## config.mk

```make
export PLATFORM = sky130hd
export DESIGN_NAME = ctp_timer
export DESIGN_NICKNAME = d
export VERILOG_FILES = /design/src/include/ctp_pkg.sv /design/src/hw/ctp_edge_sync.sv /design/src/hw/ctp_tick_gen.sv /design/src/hw/ctp_timer.sv
export VERILOG_INCLUDE_DIRS = /design/src /design/src/include
export SDC_FILE = /design/constraint.sdc
export NUM_CORES = 1
export LEC_CHECK = 0
export BUFFER_PORTS_ARGS = -buffer_cell sky130_fd_sc_hd__buf_4
export CORE_MARGIN = 1.5
export CORE_UTILIZATION = 50
export DETAILED_ROUTE_END_ITERATION = 12
export PLACE_DENSITY = 0.87
export SLEW_MARGIN = 20
export SYNTH_ARGS = -nofsm -noshare
export SYNTH_HDL_FRONTEND = slang
export SYNTH_SLANG_ARGS = --single-unit
```

## constraint.sdc

```tcl
create_clock -name mclk -period 2.75 [get_ports mclk]
set_input_delay 0.825 -clock mclk [delete_from_list [all_inputs] [get_ports mclk]]
set_output_delay 0.825 -clock mclk [all_outputs]
set_load 0.05 [all_outputs]
```

## src/include/ctp_map.svh

```systemverilog
/*
 * Register offsets, field positions, reset values and timing figures of the compact timer.
 * Assumes inclusion by the design files of the block; definitions only.
 */
`ifndef CTP_MAP_SVH
`define CTP_MAP_SVH

// ----------------------------------------------------------------------------
// Register byte offsets on the APB word grid
// ----------------------------------------------------------------------------
`define CTP_OFF_CTRL0      12'h000
`define CTP_OFF_CTRL1      12'h004
`define CTP_OFF_CNT_LO     12'h008
`define CTP_OFF_CNT_HI     12'h00C
`define CTP_OFF_CMPA_LO    12'h010
`define CTP_OFF_CMPA_HI    12'h014

// ----------------------------------------------------------------------------
// Field positions in the control registers
// ----------------------------------------------------------------------------
`define CTP_C0_PAUSE       7
`define CTP_C0_CKSEL_HI    6
`define CTP_C0_CKSEL_LO    4
`define CTP_C0_ON          3
`define CTP_C0_PER_HI      2
`define CTP_C0_PER_LO      0
`define CTP_C1_MODE_HI     7
`define CTP_C1_MODE_LO     6
`define CTP_C1_PINF_HI     5
`define CTP_C1_PINF_LO     4
`define CTP_C1_INIT        3
`define CTP_C1_INV         2
`define CTP_C1_SWAP        1
`define CTP_C1_CLRSEL      0

// ----------------------------------------------------------------------------
// Reset values, widths and counter constants
// ----------------------------------------------------------------------------
`define CTP_RST_BYTE       8'h00
`define CTP_RST_CNT        10'h000
`define CTP_CNT_MAX        10'h3FF
`define CTP_CNT_ONE        10'h001
`define CTP_PER_ZERO       3'h0
`define CTP_CNT_TOP_HI     9
`define CTP_CNT_TOP_LO     7
`define CTP_DIV4_LAST      2'h3
`define CTP_DIV16_LAST     4'hF
`define CTP_DIV64_LAST     6'h3F
`define CTP_ZERO32         32'h00000000

`endif

```

## src/include/ctp_pkg.sv

```systemverilog
/*
 * Types shared by the compact timer design files.
 * Assumes nothing beyond a SystemVerilog compiler.
 */
package ctp_pkg;

    // ------------------------------------------------------------------------
    // Operating mode and count clock source codes
    // ------------------------------------------------------------------------
    typedef enum logic [1:0] {
        CTP_MODE_CMP   = 2'h0,
        CTP_MODE_UNDEF = 2'h1,
        CTP_MODE_PWM   = 2'h2,
        CTP_MODE_TMR   = 2'h3
    } ctp_mode_t;

    typedef enum logic [2:0] {
        CTP_CK_SYS4   = 3'h0,
        CTP_CK_SYS    = 3'h1,
        CTP_CK_HI16   = 3'h2,
        CTP_CK_HI64   = 3'h3,
        CTP_CK_SUB_A  = 3'h4,
        CTP_CK_SUB_B  = 3'h5,
        CTP_CK_EXT_R  = 3'h6,
        CTP_CK_EXT_F  = 3'h7
    } ctp_cksel_t;

endpackage : ctp_pkg

```

## src/hw/ctp_edge_sync.sv

```systemverilog
/*
 * Two-stage synchroniser with edge detection for one input level.
 * Assumes the input may be asynchronous to mclk.
 */
module ctp_edge_sync (
    // Clock and reset
    input  wire logic mclk,
    input  wire logic rst,
    // Level in, edge pulses out
    input  wire logic din,
    output logic      rise,
    output logic      fall
);
    import ctp_pkg::*;

    typedef struct packed {
        logic s1;
        logic s2;
        logic s3;
    } ctp_sync_t;

    ctp_sync_t st_reg;
    ctp_sync_t st_next;

    // Shift the level through; only s2 and s3 feed the edge logic.
    always_comb begin
        st_next    = st_reg;
        st_next.s1 = din;
        st_next.s2 = st_reg.s1;
        st_next.s3 = st_reg.s2;
    end

    always_ff @(posedge mclk or posedge rst) begin
        if (rst) begin
            st_reg <= '0;
        end else begin
            st_reg <= st_next;
        end
    end

    // Edge pulses last one mclk cycle.
    assign rise = st_reg.s2 & ~st_reg.s3;
    assign fall = ~st_reg.s2 & st_reg.s3;

endmodule : ctp_edge_sync

```

## src/hw/ctp_tick_gen.sv

```systemverilog
/*
 * Count clock tick generator for the compact timer.
 * Assumes the high clock and sub clock are given as one-cycle enables on mclk.
 */
`include "ctp_map.svh"

module ctp_tick_gen (
    // Clock and reset
    input  wire logic              mclk,
    input  wire logic              rst,
    // Source selection and raw enables
    input  wire ctp_pkg::ctp_cksel_t cksel,
    input  wire logic              high_clock_en,
    input  wire logic              sub_clock_en,
    input  wire logic              ext_rise,
    input  wire logic              ext_fall,
    // Selected count tick
    output logic                   tick
);
    import ctp_pkg::*;

    typedef struct packed {
        logic [1:0] div4;
        logic [3:0] div16;
        logic [5:0] div64;
    } ctp_div_t;

    ctp_div_t st_reg;
    ctp_div_t st_next;

    // Free running prescalers for the divided sources.
    always_comb begin
        st_next      = st_reg;
        st_next.div4 = st_reg.div4 + 2'h1;
        if (high_clock_en) begin
            st_next.div16 = st_reg.div16 + 4'h1;
            st_next.div64 = st_reg.div64 + 6'h01;
        end
    end

    always_ff @(posedge mclk or posedge rst) begin
        if (rst) begin
            st_reg <= '0;
        end else begin
            st_reg <= st_next;
        end
    end

    // Pick one tick source per the clock select code.
    always_comb begin
        unique case (cksel)
            CTP_CK_SYS4:  tick = (st_reg.div4 == `CTP_DIV4_LAST);
            CTP_CK_SYS:   tick = 1'b1;
            CTP_CK_HI16:  tick = high_clock_en && (st_reg.div16 == `CTP_DIV16_LAST);
            CTP_CK_HI64:  tick = high_clock_en && (st_reg.div64 == `CTP_DIV64_LAST);
            CTP_CK_SUB_A: tick = sub_clock_en;
            CTP_CK_SUB_B: tick = sub_clock_en;
            CTP_CK_EXT_R: tick = ext_rise;
            CTP_CK_EXT_F: tick = ext_fall;
        endcase
    end

endmodule : ctp_tick_gen

```

## src/hw/ctp_timer.sv

```systemverilog
/*
 * Compact 10-bit timer with compare-match, PWM and timer/counter modes, APB register access.
 * Assumes an APB master on mclk; high and sub clocks arrive as mclk enables.
 */
// What this block does
// Pause bit stops counting, clearing resumes.
// Paused counter holds value, resumes from it.
// Clock select picks one of eight sources.
// Timer-on bit runs or stops counter.
// On rising clears counter; falling holds value.
// On rising restores pin initial level.
// Period value compares counter bits 9..7.
// Clear select picks P or A match.
// Period zero with select zero overflows.
// Clear select ignored in PWM mode.
// Mode field selects compare, PWM or timer.
// Software turns timer off before mode change.
// Timer mode ignores output control bits.
// Compare mode A match: none, low, high, toggle.
// PWM pin function: inactive, active, waveform.
// Requested level equal initial shows no change.
// Software changes pin function only when off.
// Initial level bit sets start or active level.
// Invert bit inverts the output pin.
// Swap bit exchanges PWM period and duty.
// Counter readable as low and high bytes.
// Compare A low byte readable, resets zero.
// Low bytes pass through buffer on high access.
// Duty at or above period gives full duty.
// Only A matches change pin in compare mode.
// External clock pin synchronised before counting.
`include "ctp_map.svh"

module ctp_timer (
    // Clock and reset
    input  wire logic        mclk,
    input  wire logic        rst,
    // APB slave
    input  wire logic        psel,
    input  wire logic        penable,
    input  wire logic        pwrite,
    input  wire logic [11:0] paddr,
    input  wire logic [31:0] pwdata,
    output logic             pready,
    output logic             pslverr,
    output logic [31:0]      prdata,
    // Count clock enables and external pin
    input  wire logic        high_clock_en,
    input  wire logic        sub_clock_en,
    input  wire logic        external_count_pin,
    // Timer outputs
    output logic             timer_output_pin,
    output logic             timer_output_pin_inverse,
    output logic             compare_a_flag,
    output logic             compare_p_flag
);
    import ctp_pkg::*;

    // ------------------------------------------------------------------------
    // State
    // ------------------------------------------------------------------------
    typedef struct packed {
        logic [7:0]  ctrl0;
        logic [7:0]  ctrl1;
        logic [9:0]  count;
        logic [9:0]  cmpa;
        logic [7:0]  wbuf;
        logic [7:0]  rbuf;
        logic        on_d;
        logic        pin;
        logic        flag_a;
        logic        flag_p;
        logic [31:0] rdata;
    } ctp_state_t;

    ctp_state_t st_reg;
    ctp_state_t st_next;

    // ------------------------------------------------------------------------
    // Field decode
    // ------------------------------------------------------------------------
    logic       count_pause;
    ctp_cksel_t count_clock_select;
    logic       timer_on;
    logic [2:0] period_compare_value;
    ctp_mode_t  op_mode_select;
    logic [1:0] pin_function_select;
    logic       output_initial_level;
    logic       output_invert;
    logic       duty_period_swap;
    logic       clear_source_select;

    assign count_pause          = st_reg.ctrl0[`CTP_C0_PAUSE];
    assign count_clock_select   = ctp_cksel_t'(st_reg.ctrl0[`CTP_C0_CKSEL_HI:`CTP_C0_CKSEL_LO]);
    assign timer_on             = st_reg.ctrl0[`CTP_C0_ON];
    assign period_compare_value = st_reg.ctrl0[`CTP_C0_PER_HI:`CTP_C0_PER_LO];
    assign op_mode_select       = ctp_mode_t'(st_reg.ctrl1[`CTP_C1_MODE_HI:`CTP_C1_MODE_LO]);
    assign pin_function_select  = st_reg.ctrl1[`CTP_C1_PINF_HI:`CTP_C1_PINF_LO];
    assign output_initial_level = st_reg.ctrl1[`CTP_C1_INIT];
    assign output_invert        = st_reg.ctrl1[`CTP_C1_INV];
    assign duty_period_swap     = st_reg.ctrl1[`CTP_C1_SWAP];
    assign clear_source_select  = st_reg.ctrl1[`CTP_C1_CLRSEL];

    // ------------------------------------------------------------------------
    // Count tick source
    // ------------------------------------------------------------------------
    logic ext_rise;
    logic ext_fall;
    logic tick;

    // The external pin passes a two-flop synchroniser before its edges count.
    ctp_edge_sync u_ext_sync (
        .mclk (mclk),
        .rst  (rst),
        .din  (external_count_pin),
        .rise (ext_rise),
        .fall (ext_fall)
    );

    // Eight-way clock source selection.
    ctp_tick_gen u_tick (
        .mclk          (mclk),
        .rst           (rst),
        .cksel         (count_clock_select),
        .high_clock_en (high_clock_en),
        .sub_clock_en  (sub_clock_en),
        .ext_rise      (ext_rise),
        .ext_fall      (ext_fall),
        .tick          (tick)
    );

    // ------------------------------------------------------------------------
    // Comparators
    // ------------------------------------------------------------------------
    // Period value expanded to a full count: zero stands for 1024.
    function automatic logic [10:0] ctp_per_len(input logic [2:0] p);
        ctp_per_len = (p == `CTP_PER_ZERO) ? {1'b1, `CTP_RST_CNT} : {1'b0, p, 7'h00};
    endfunction : ctp_per_len

    // Register map decode shared by read and write paths.
    function automatic logic ctp_hit(input logic [11:0] a, input logic [11:0] off);
        ctp_hit = (a == off);
    endfunction : ctp_hit

    logic        run;
    logic        match_p;
    logic        match_a;
    logic        overflow;
    logic        is_pwm;
    logic [10:0] per_len;
    logic [10:0] pwm_period;
    logic [10:0] pwm_duty;
    logic        pwm_active;
    logic        pwm_clear;

    assign run      = timer_on && !count_pause && tick;
    assign is_pwm   = (op_mode_select == CTP_MODE_PWM);
    assign per_len  = ctp_per_len(period_compare_value);
    // P matches when the top three counter bits reach the period value, on the last clock before it.
    assign match_p  = ({1'b0, st_reg.count} + 11'h001) == per_len;
    assign match_a  = (st_reg.count == st_reg.cmpa) && (st_reg.cmpa != `CTP_RST_CNT);
    assign overflow = (st_reg.count == `CTP_CNT_MAX);

    // Swap bit decides which comparator sets the period.
    assign pwm_period = duty_period_swap ? {1'b0, st_reg.cmpa} : per_len;
    assign pwm_duty   = duty_period_swap ? per_len : {1'b0, st_reg.cmpa};
    assign pwm_active = (pwm_duty >= pwm_period) || ({1'b0, st_reg.count} < pwm_duty);
    assign pwm_clear  = duty_period_swap ? match_a : match_p;

    // ------------------------------------------------------------------------
    // APB access
    // ------------------------------------------------------------------------
    logic        acc;
    logic        wr;
    logic        rd;
    logic        mapped;

    assign acc    = psel && penable;
    assign wr     = acc && pwrite;
    assign rd     = acc && !pwrite;
    assign mapped = ctp_hit(paddr, `CTP_OFF_CTRL0) || ctp_hit(paddr, `CTP_OFF_CTRL1)
                 || ctp_hit(paddr, `CTP_OFF_CNT_LO) || ctp_hit(paddr, `CTP_OFF_CNT_HI)
                 || ctp_hit(paddr, `CTP_OFF_CMPA_LO) || ctp_hit(paddr, `CTP_OFF_CMPA_HI);

    // ------------------------------------------------------------------------
    // Next state
    // ------------------------------------------------------------------------
    always_comb begin
        st_next        = st_reg;
        st_next.on_d   = timer_on;
        st_next.flag_a = 1'b0;
        st_next.flag_p = 1'b0;

        // Counter advance and clearing.
        if (timer_on && !st_reg.on_d) begin
            st_next.count = `CTP_RST_CNT;
        end else if (run) begin
            if (is_pwm) begin
                st_next.count = pwm_clear ? `CTP_RST_CNT : st_reg.count + `CTP_CNT_ONE;
                st_next.flag_a = match_a;
                st_next.flag_p = match_p;
            end else if (clear_source_select) begin
                // A match clears; P flag is never raised here.
                st_next.count  = (match_a || overflow) ? `CTP_RST_CNT : st_reg.count + `CTP_CNT_ONE;
                st_next.flag_a = match_a;
            end else begin
                // P match clears; period zero means natural overflow.
                st_next.count  = match_p ? `CTP_RST_CNT : st_reg.count + `CTP_CNT_ONE;
                st_next.flag_a = match_a;
                st_next.flag_p = match_p;
            end
        end

        // Output pin level.
        if (timer_on && !st_reg.on_d) begin
            st_next.pin = output_initial_level;
        end else if (op_mode_select == CTP_MODE_CMP && run && match_a) begin
            unique case (pin_function_select)
                2'h0: st_next.pin = st_reg.pin;
                2'h1: st_next.pin = 1'b0;
                2'h2: st_next.pin = 1'b1;
                2'h3: st_next.pin = ~st_reg.pin;
            endcase
        end else if (is_pwm) begin
            unique case (pin_function_select)
                2'h0: st_next.pin = ~output_initial_level;
                2'h1: st_next.pin = output_initial_level;
                2'h2: st_next.pin = pwm_active ? output_initial_level : ~output_initial_level;
                2'h3: st_next.pin = st_reg.pin;
            endcase
        end

        // Register writes; the control bytes and compare A steer logic.
        if (wr) begin
            if (ctp_hit(paddr, `CTP_OFF_CTRL0)) begin
                st_next.ctrl0 = pwdata[7:0];
            end
            if (ctp_hit(paddr, `CTP_OFF_CTRL1)) begin
                st_next.ctrl1 = pwdata[7:0];
            end
            if (ctp_hit(paddr, `CTP_OFF_CMPA_LO)) begin
                st_next.wbuf = pwdata[7:0];
            end
            if (ctp_hit(paddr, `CTP_OFF_CMPA_HI)) begin
                st_next.cmpa = {pwdata[1:0], st_reg.wbuf};
            end
        end

        // Read data capture; high byte reads load the low-byte buffer.
        st_next.rdata = `CTP_ZERO32;
        if (rd) begin
            if (ctp_hit(paddr, `CTP_OFF_CTRL0)) begin
                st_next.rdata = {24'h000000, st_reg.ctrl0};
            end
            if (ctp_hit(paddr, `CTP_OFF_CTRL1)) begin
                st_next.rdata = {24'h000000, st_reg.ctrl1};
            end
            if (ctp_hit(paddr, `CTP_OFF_CNT_HI)) begin
                st_next.rdata = {30'h00000000, st_reg.count[9:8]};
                st_next.rbuf  = st_reg.count[7:0];
            end
            if (ctp_hit(paddr, `CTP_OFF_CMPA_HI)) begin
                st_next.rdata = {30'h00000000, st_reg.cmpa[9:8]};
                st_next.rbuf  = st_reg.cmpa[7:0];
            end
            if (ctp_hit(paddr, `CTP_OFF_CNT_LO) || ctp_hit(paddr, `CTP_OFF_CMPA_LO)) begin
                st_next.rdata = {24'h000000, st_reg.rbuf};
            end
        end
    end

    // ------------------------------------------------------------------------
    // State register
    // ------------------------------------------------------------------------
    always_ff @(posedge mclk or posedge rst) begin
        if (rst) begin
            st_reg <= '0;
        end else begin
            st_reg <= st_next;
        end
    end

    // ------------------------------------------------------------------------
    // Outputs
    // ------------------------------------------------------------------------
    // Read data is combinational from the live registers so it is valid in the access cycle.
    always_comb begin
        prdata = `CTP_ZERO32;
        if (rd) begin
            prdata = st_next.rdata;
        end
    end

    assign pready  = 1'b1;
    assign pslverr = acc && !mapped;

    // Timer mode forces a low pin regardless of output bits.
    logic pin_out;
    assign pin_out = (op_mode_select == CTP_MODE_TMR) ? 1'b0 : (st_reg.pin ^ output_invert);
    assign timer_output_pin         = pin_out;
    assign timer_output_pin_inverse = ~pin_out;
    assign compare_a_flag           = st_reg.flag_a;
    assign compare_p_flag           = st_reg.flag_p;

    // ------------------------------------------------------------------------
    // Checks
    // ------------------------------------------------------------------------
    a_on_clears: assert property (@(posedge mclk) disable iff (rst)
        $rose(timer_on) |=> (st_reg.count == `CTP_RST_CNT))
        else $error("counter not cleared on timer-on rise");

    a_pause_holds: assert property (@(posedge mclk) disable iff (rst)
        (count_pause && timer_on && $past(timer_on)) |=> $stable(st_reg.count))
        else $error("counter moved while paused");

    a_off_holds: assert property (@(posedge mclk) disable iff (rst)
        (!timer_on && !$past(timer_on)) |=> $stable(st_reg.count))
        else $error("counter moved while off");

    a_on_init_pin: assert property (@(posedge mclk) disable iff (rst)
        $rose(timer_on) |=> (st_reg.pin == $past(output_initial_level)))
        else $error("pin not set to initial level");

    a_invert_pin: assert property (@(posedge mclk) disable iff (rst)
        (op_mode_select != CTP_MODE_TMR) |-> (timer_output_pin == (st_reg.pin ^ output_invert)))
        else $error("output polarity wrong");

    a_no_p_flag: assert property (@(posedge mclk) disable iff (rst)
        (!is_pwm && clear_source_select && st_reg.ctrl1 == $past(st_reg.ctrl1)) |-> !compare_p_flag)
        else $error("P flag with A clear selected");

    a_p_clear: assert property (@(posedge mclk) disable iff (rst)
        (run && !is_pwm && !clear_source_select && match_p && st_reg.on_d) |=> (st_reg.count == `CTP_RST_CNT))
        else $error("P match did not clear counter");

    a_p_ignores_pin: assert property (@(posedge mclk) disable iff (rst)
        (op_mode_select == CTP_MODE_CMP && st_reg.on_d && timer_on && !(run && match_a)) |=> $stable(st_reg.pin))
        else $error("pin changed without A match");

    a_hi_read_buf: assert property (@(posedge mclk) disable iff (rst)
        (rd && ctp_hit(paddr, `CTP_OFF_CNT_HI)) |=> (st_reg.rbuf == $past(st_reg.count[7:0])))
        else $error("high read did not fill buffer");

endmodule : ctp_timer

```

==> metrics.yaml <==
io-pin-count: 90
synth_xor_area_share_pct: 5.24
synth_ff_type: "dfrtp_1"
reg2reg_setup_slack_ns: 0.22
power_density_nw_per_um2: 459
irDropWorstVdd_mv: 0.521
grt.met2_usage_pct: 41.2
finalSetupViolCount: 8
cts_buffers: 9
cts_sinks: 71
relSlewSlack_pct: 63.9
ys_ff_latch: 71
p_leak_nw: 2.41
yosys_warnings: 0
initial_core_util_pct: 51.8
synth-compound-area-share_pct: 12.8
pre_cts_ws_ns: -0.393
fmax_mhz: 324
design.die.area_um2: 9610
max-clock-path-buffers: 2
violations: "negative setup slack"
die_x_um: 98.0
outcome: "complete, but fails checks"
met1_usage_pct: 29.4
vias_per_cell: 5.94
vias: 3787
gp_congestion: 0.918
endpoint_kind: "output port"
grt_overflow: 0
synth.mux.area_fraction_pct: 11.0
worstPathMaxFanout: 7
seq_area_frac_synth_pct: 39.3
hold_path_class: "flop to flop"
port_buffers: 40
core_um2: 8720
layout_common_cells: "dfrtp_1, buf_4, nand2_1"
synth_top_area_share_pct: 39.3
synthSimpleGateAreaFrac_pct: 18.8
synth_area_um2: 4520
fin_crit_ns: 3.08
antenna_cells: 0
layout.cells.non_filler: 638
cpPeakStageDelay_ns: 0.22
syn_avg_cell_area_um2: 9.55
busiest_layer: "met2"
gr-usage-all-layers_pct: 23.8
route.detailed.drc: 0
synth_cell_types: 57
htree_num_levels: 3
startpoint_type: "primary input"
drt-total-wl_mm: 11.4
worst_pin_slew_ns: 0.541
final_common_cell: "dfrtp_1"
cp.required_ns: 1.93
grt_pass1_vias: 3730
crit_arrival_ns: 2.26
critPathMostFrequentCell: "buf_6"
dp_cells: 621
synth-edff-count: 0
hold_violations: 0
detail_route.wl_per_cell_um: 17.9
netlist_instances: 473
ant_nets: 0
clk_pin_slew_ns: 0.08
root_buffer: "clkbuf_8"
fp-row-count: 34
drt_iter0_drc: 358
worst_slack_ns: -0.334
synth_top_family_by_area: "simple AND/OR/NAND/NOR gates"
synthToLayoutAreaGrowth_pct: 19.7
crit_chain: "buf_6 > nor3_4 > nand4_1 > buf_4 > nor4_4 > buf_6 > a21oi_1 > nor2_4 > buf_6"
grtUsageMet3_pct: 5.08
synth_area_leader_cell: "dfrtp_1"
grt_max_degree: 49
num-nets-final: 595
synthAdderAreaFrac_pct: 5.21
clk_latency_ns: 0.36
grt_pass1_wl_mm: 18.3
antenna_found_initial: 0
finalCritPeriodShare_pct: 112
cp_slowest_cell: "nand4_1"
async_reset_ff_share_pct: 100
synth.area.top_cells: "dfrtp_1, mux2_2, ha_1"
maxCapViolations: 0
cts_tree: "yes"
fin_skew_ns: 0.0118
path_class: "primary input to output port"
maxSlewViolCount: 0
drive_gt1_share_pct: 28.9
rsz0062_at_grt: "yes"
dpl.hpwl_mm: 8.11
largest_reg_flops: 38
firstDrtPassIters: 5
fin_hold_ws_ns: 0.368
dieHeight_um: 98.0
[worst paths after layout]
check                                                startpoint                         endpoint  cells past startpoint
min in group asynchronous                                   rst     u_tick.st_reg[8]$_DFFE_PP0P_                      2
worst min register to register  u_ext_sync.st_next[1]$_DFF_PP0_  u_ext_sync.st_next[0]$_DFF_PP0_                      0
worst min-delay path            u_ext_sync.st_next[1]$_DFF_PP0_  u_ext_sync.st_next[0]$_DFF_PP0_                      0
worst max-delay path                                   paddr[1]                        prdata[3]                      9
worst max register to register     duty_period_swap$_DFFE_PP0P_           st_reg[34]$_DFFE_PP0P_                     10
max in group asynchronous                                   rst  clear_source_select$_DFFE_PP0P_                      3
[layer usage]
layer  vias up  share of wire, %
met3        42               6.4
met2       177                51
met4         0               2.8
li1       1738                 -
met5         -                 0
met1      1830                40
[cell type report]
cell class | instances | area [um2]
well taps | 108 | 135
multi-input cells | 362 | 2640
fillers | 659 | 3320
repair buffers | 69 | 583
clock buffers | 9 | 124
flip-flops and latches | 71 | 1780
inverters | 12 | 45.0
clock inverters | 7 | 104
[critical path, delay by kind of cell]
| family | cells | cell delay [ns] |
|---|---|---|
| AO/OA/AOI/OAI | 1 | 0.12 |
| buffers and inverters | 4 | 0.65 |
| AND/OR/NAND/NOR | 4 | 0.64 |
[power breakdown]
part	switching (mW)	total (mW)	internal, mW
registers	0.0702	1.20	1.13
logic	0.195	0.323	0.128
clock network	0.441	0.964	0.523
[cells in the mapped netlist, types with 9 or more instances]
cell and number:
xnor2_1 13, o21ai_0 13, nor2_1 38, mux2_2 34
nand4_1 9, nand3_1 17, a21oi_1 23, xor2_1 14
a31oi_1 9, dfrtp_1 71, mux2i_1 9, nand2_1 36
inv_1 11, a211oi_1 9, buf_4 26, clkbuf_1 20
nand2b_1 16, ha_1 18
[cell families (layout without fill, tap and decap cells)]
family,Yosys count,after routing
buffers and inverters,63,97
other,2,25
AOI/OAI and AO/OA,88,88
DFF,71,71
and+or+nand+nor,158,158
xor gates and xnor gates,27,27
adders and majority gates,19,19
muxes,45,45
[timing repair]
item,CTS,global route
endpoints found under the setup margin,8,8
pin swaps,4,5
buffers inserted,1,1
gates resized for setup,20,8
hold buffers,0,0
[through the flow]
step                      setup TNS (ns)  instance area, um2  power [mW]  util (%)
after global placement             -2.58                5050        1.51      57.9
final                              -2.38                5400        2.48      62.0
after CTS                          -2.07                5370        2.49      61.6
after detailed placement           -2.90                5050        1.53      57.9
after floorplan                    -1.56                4690        1.47         -
after global routing               -3.31                5400        2.57      62.0
No activity file was read; power rests on OpenSTA's default activity.
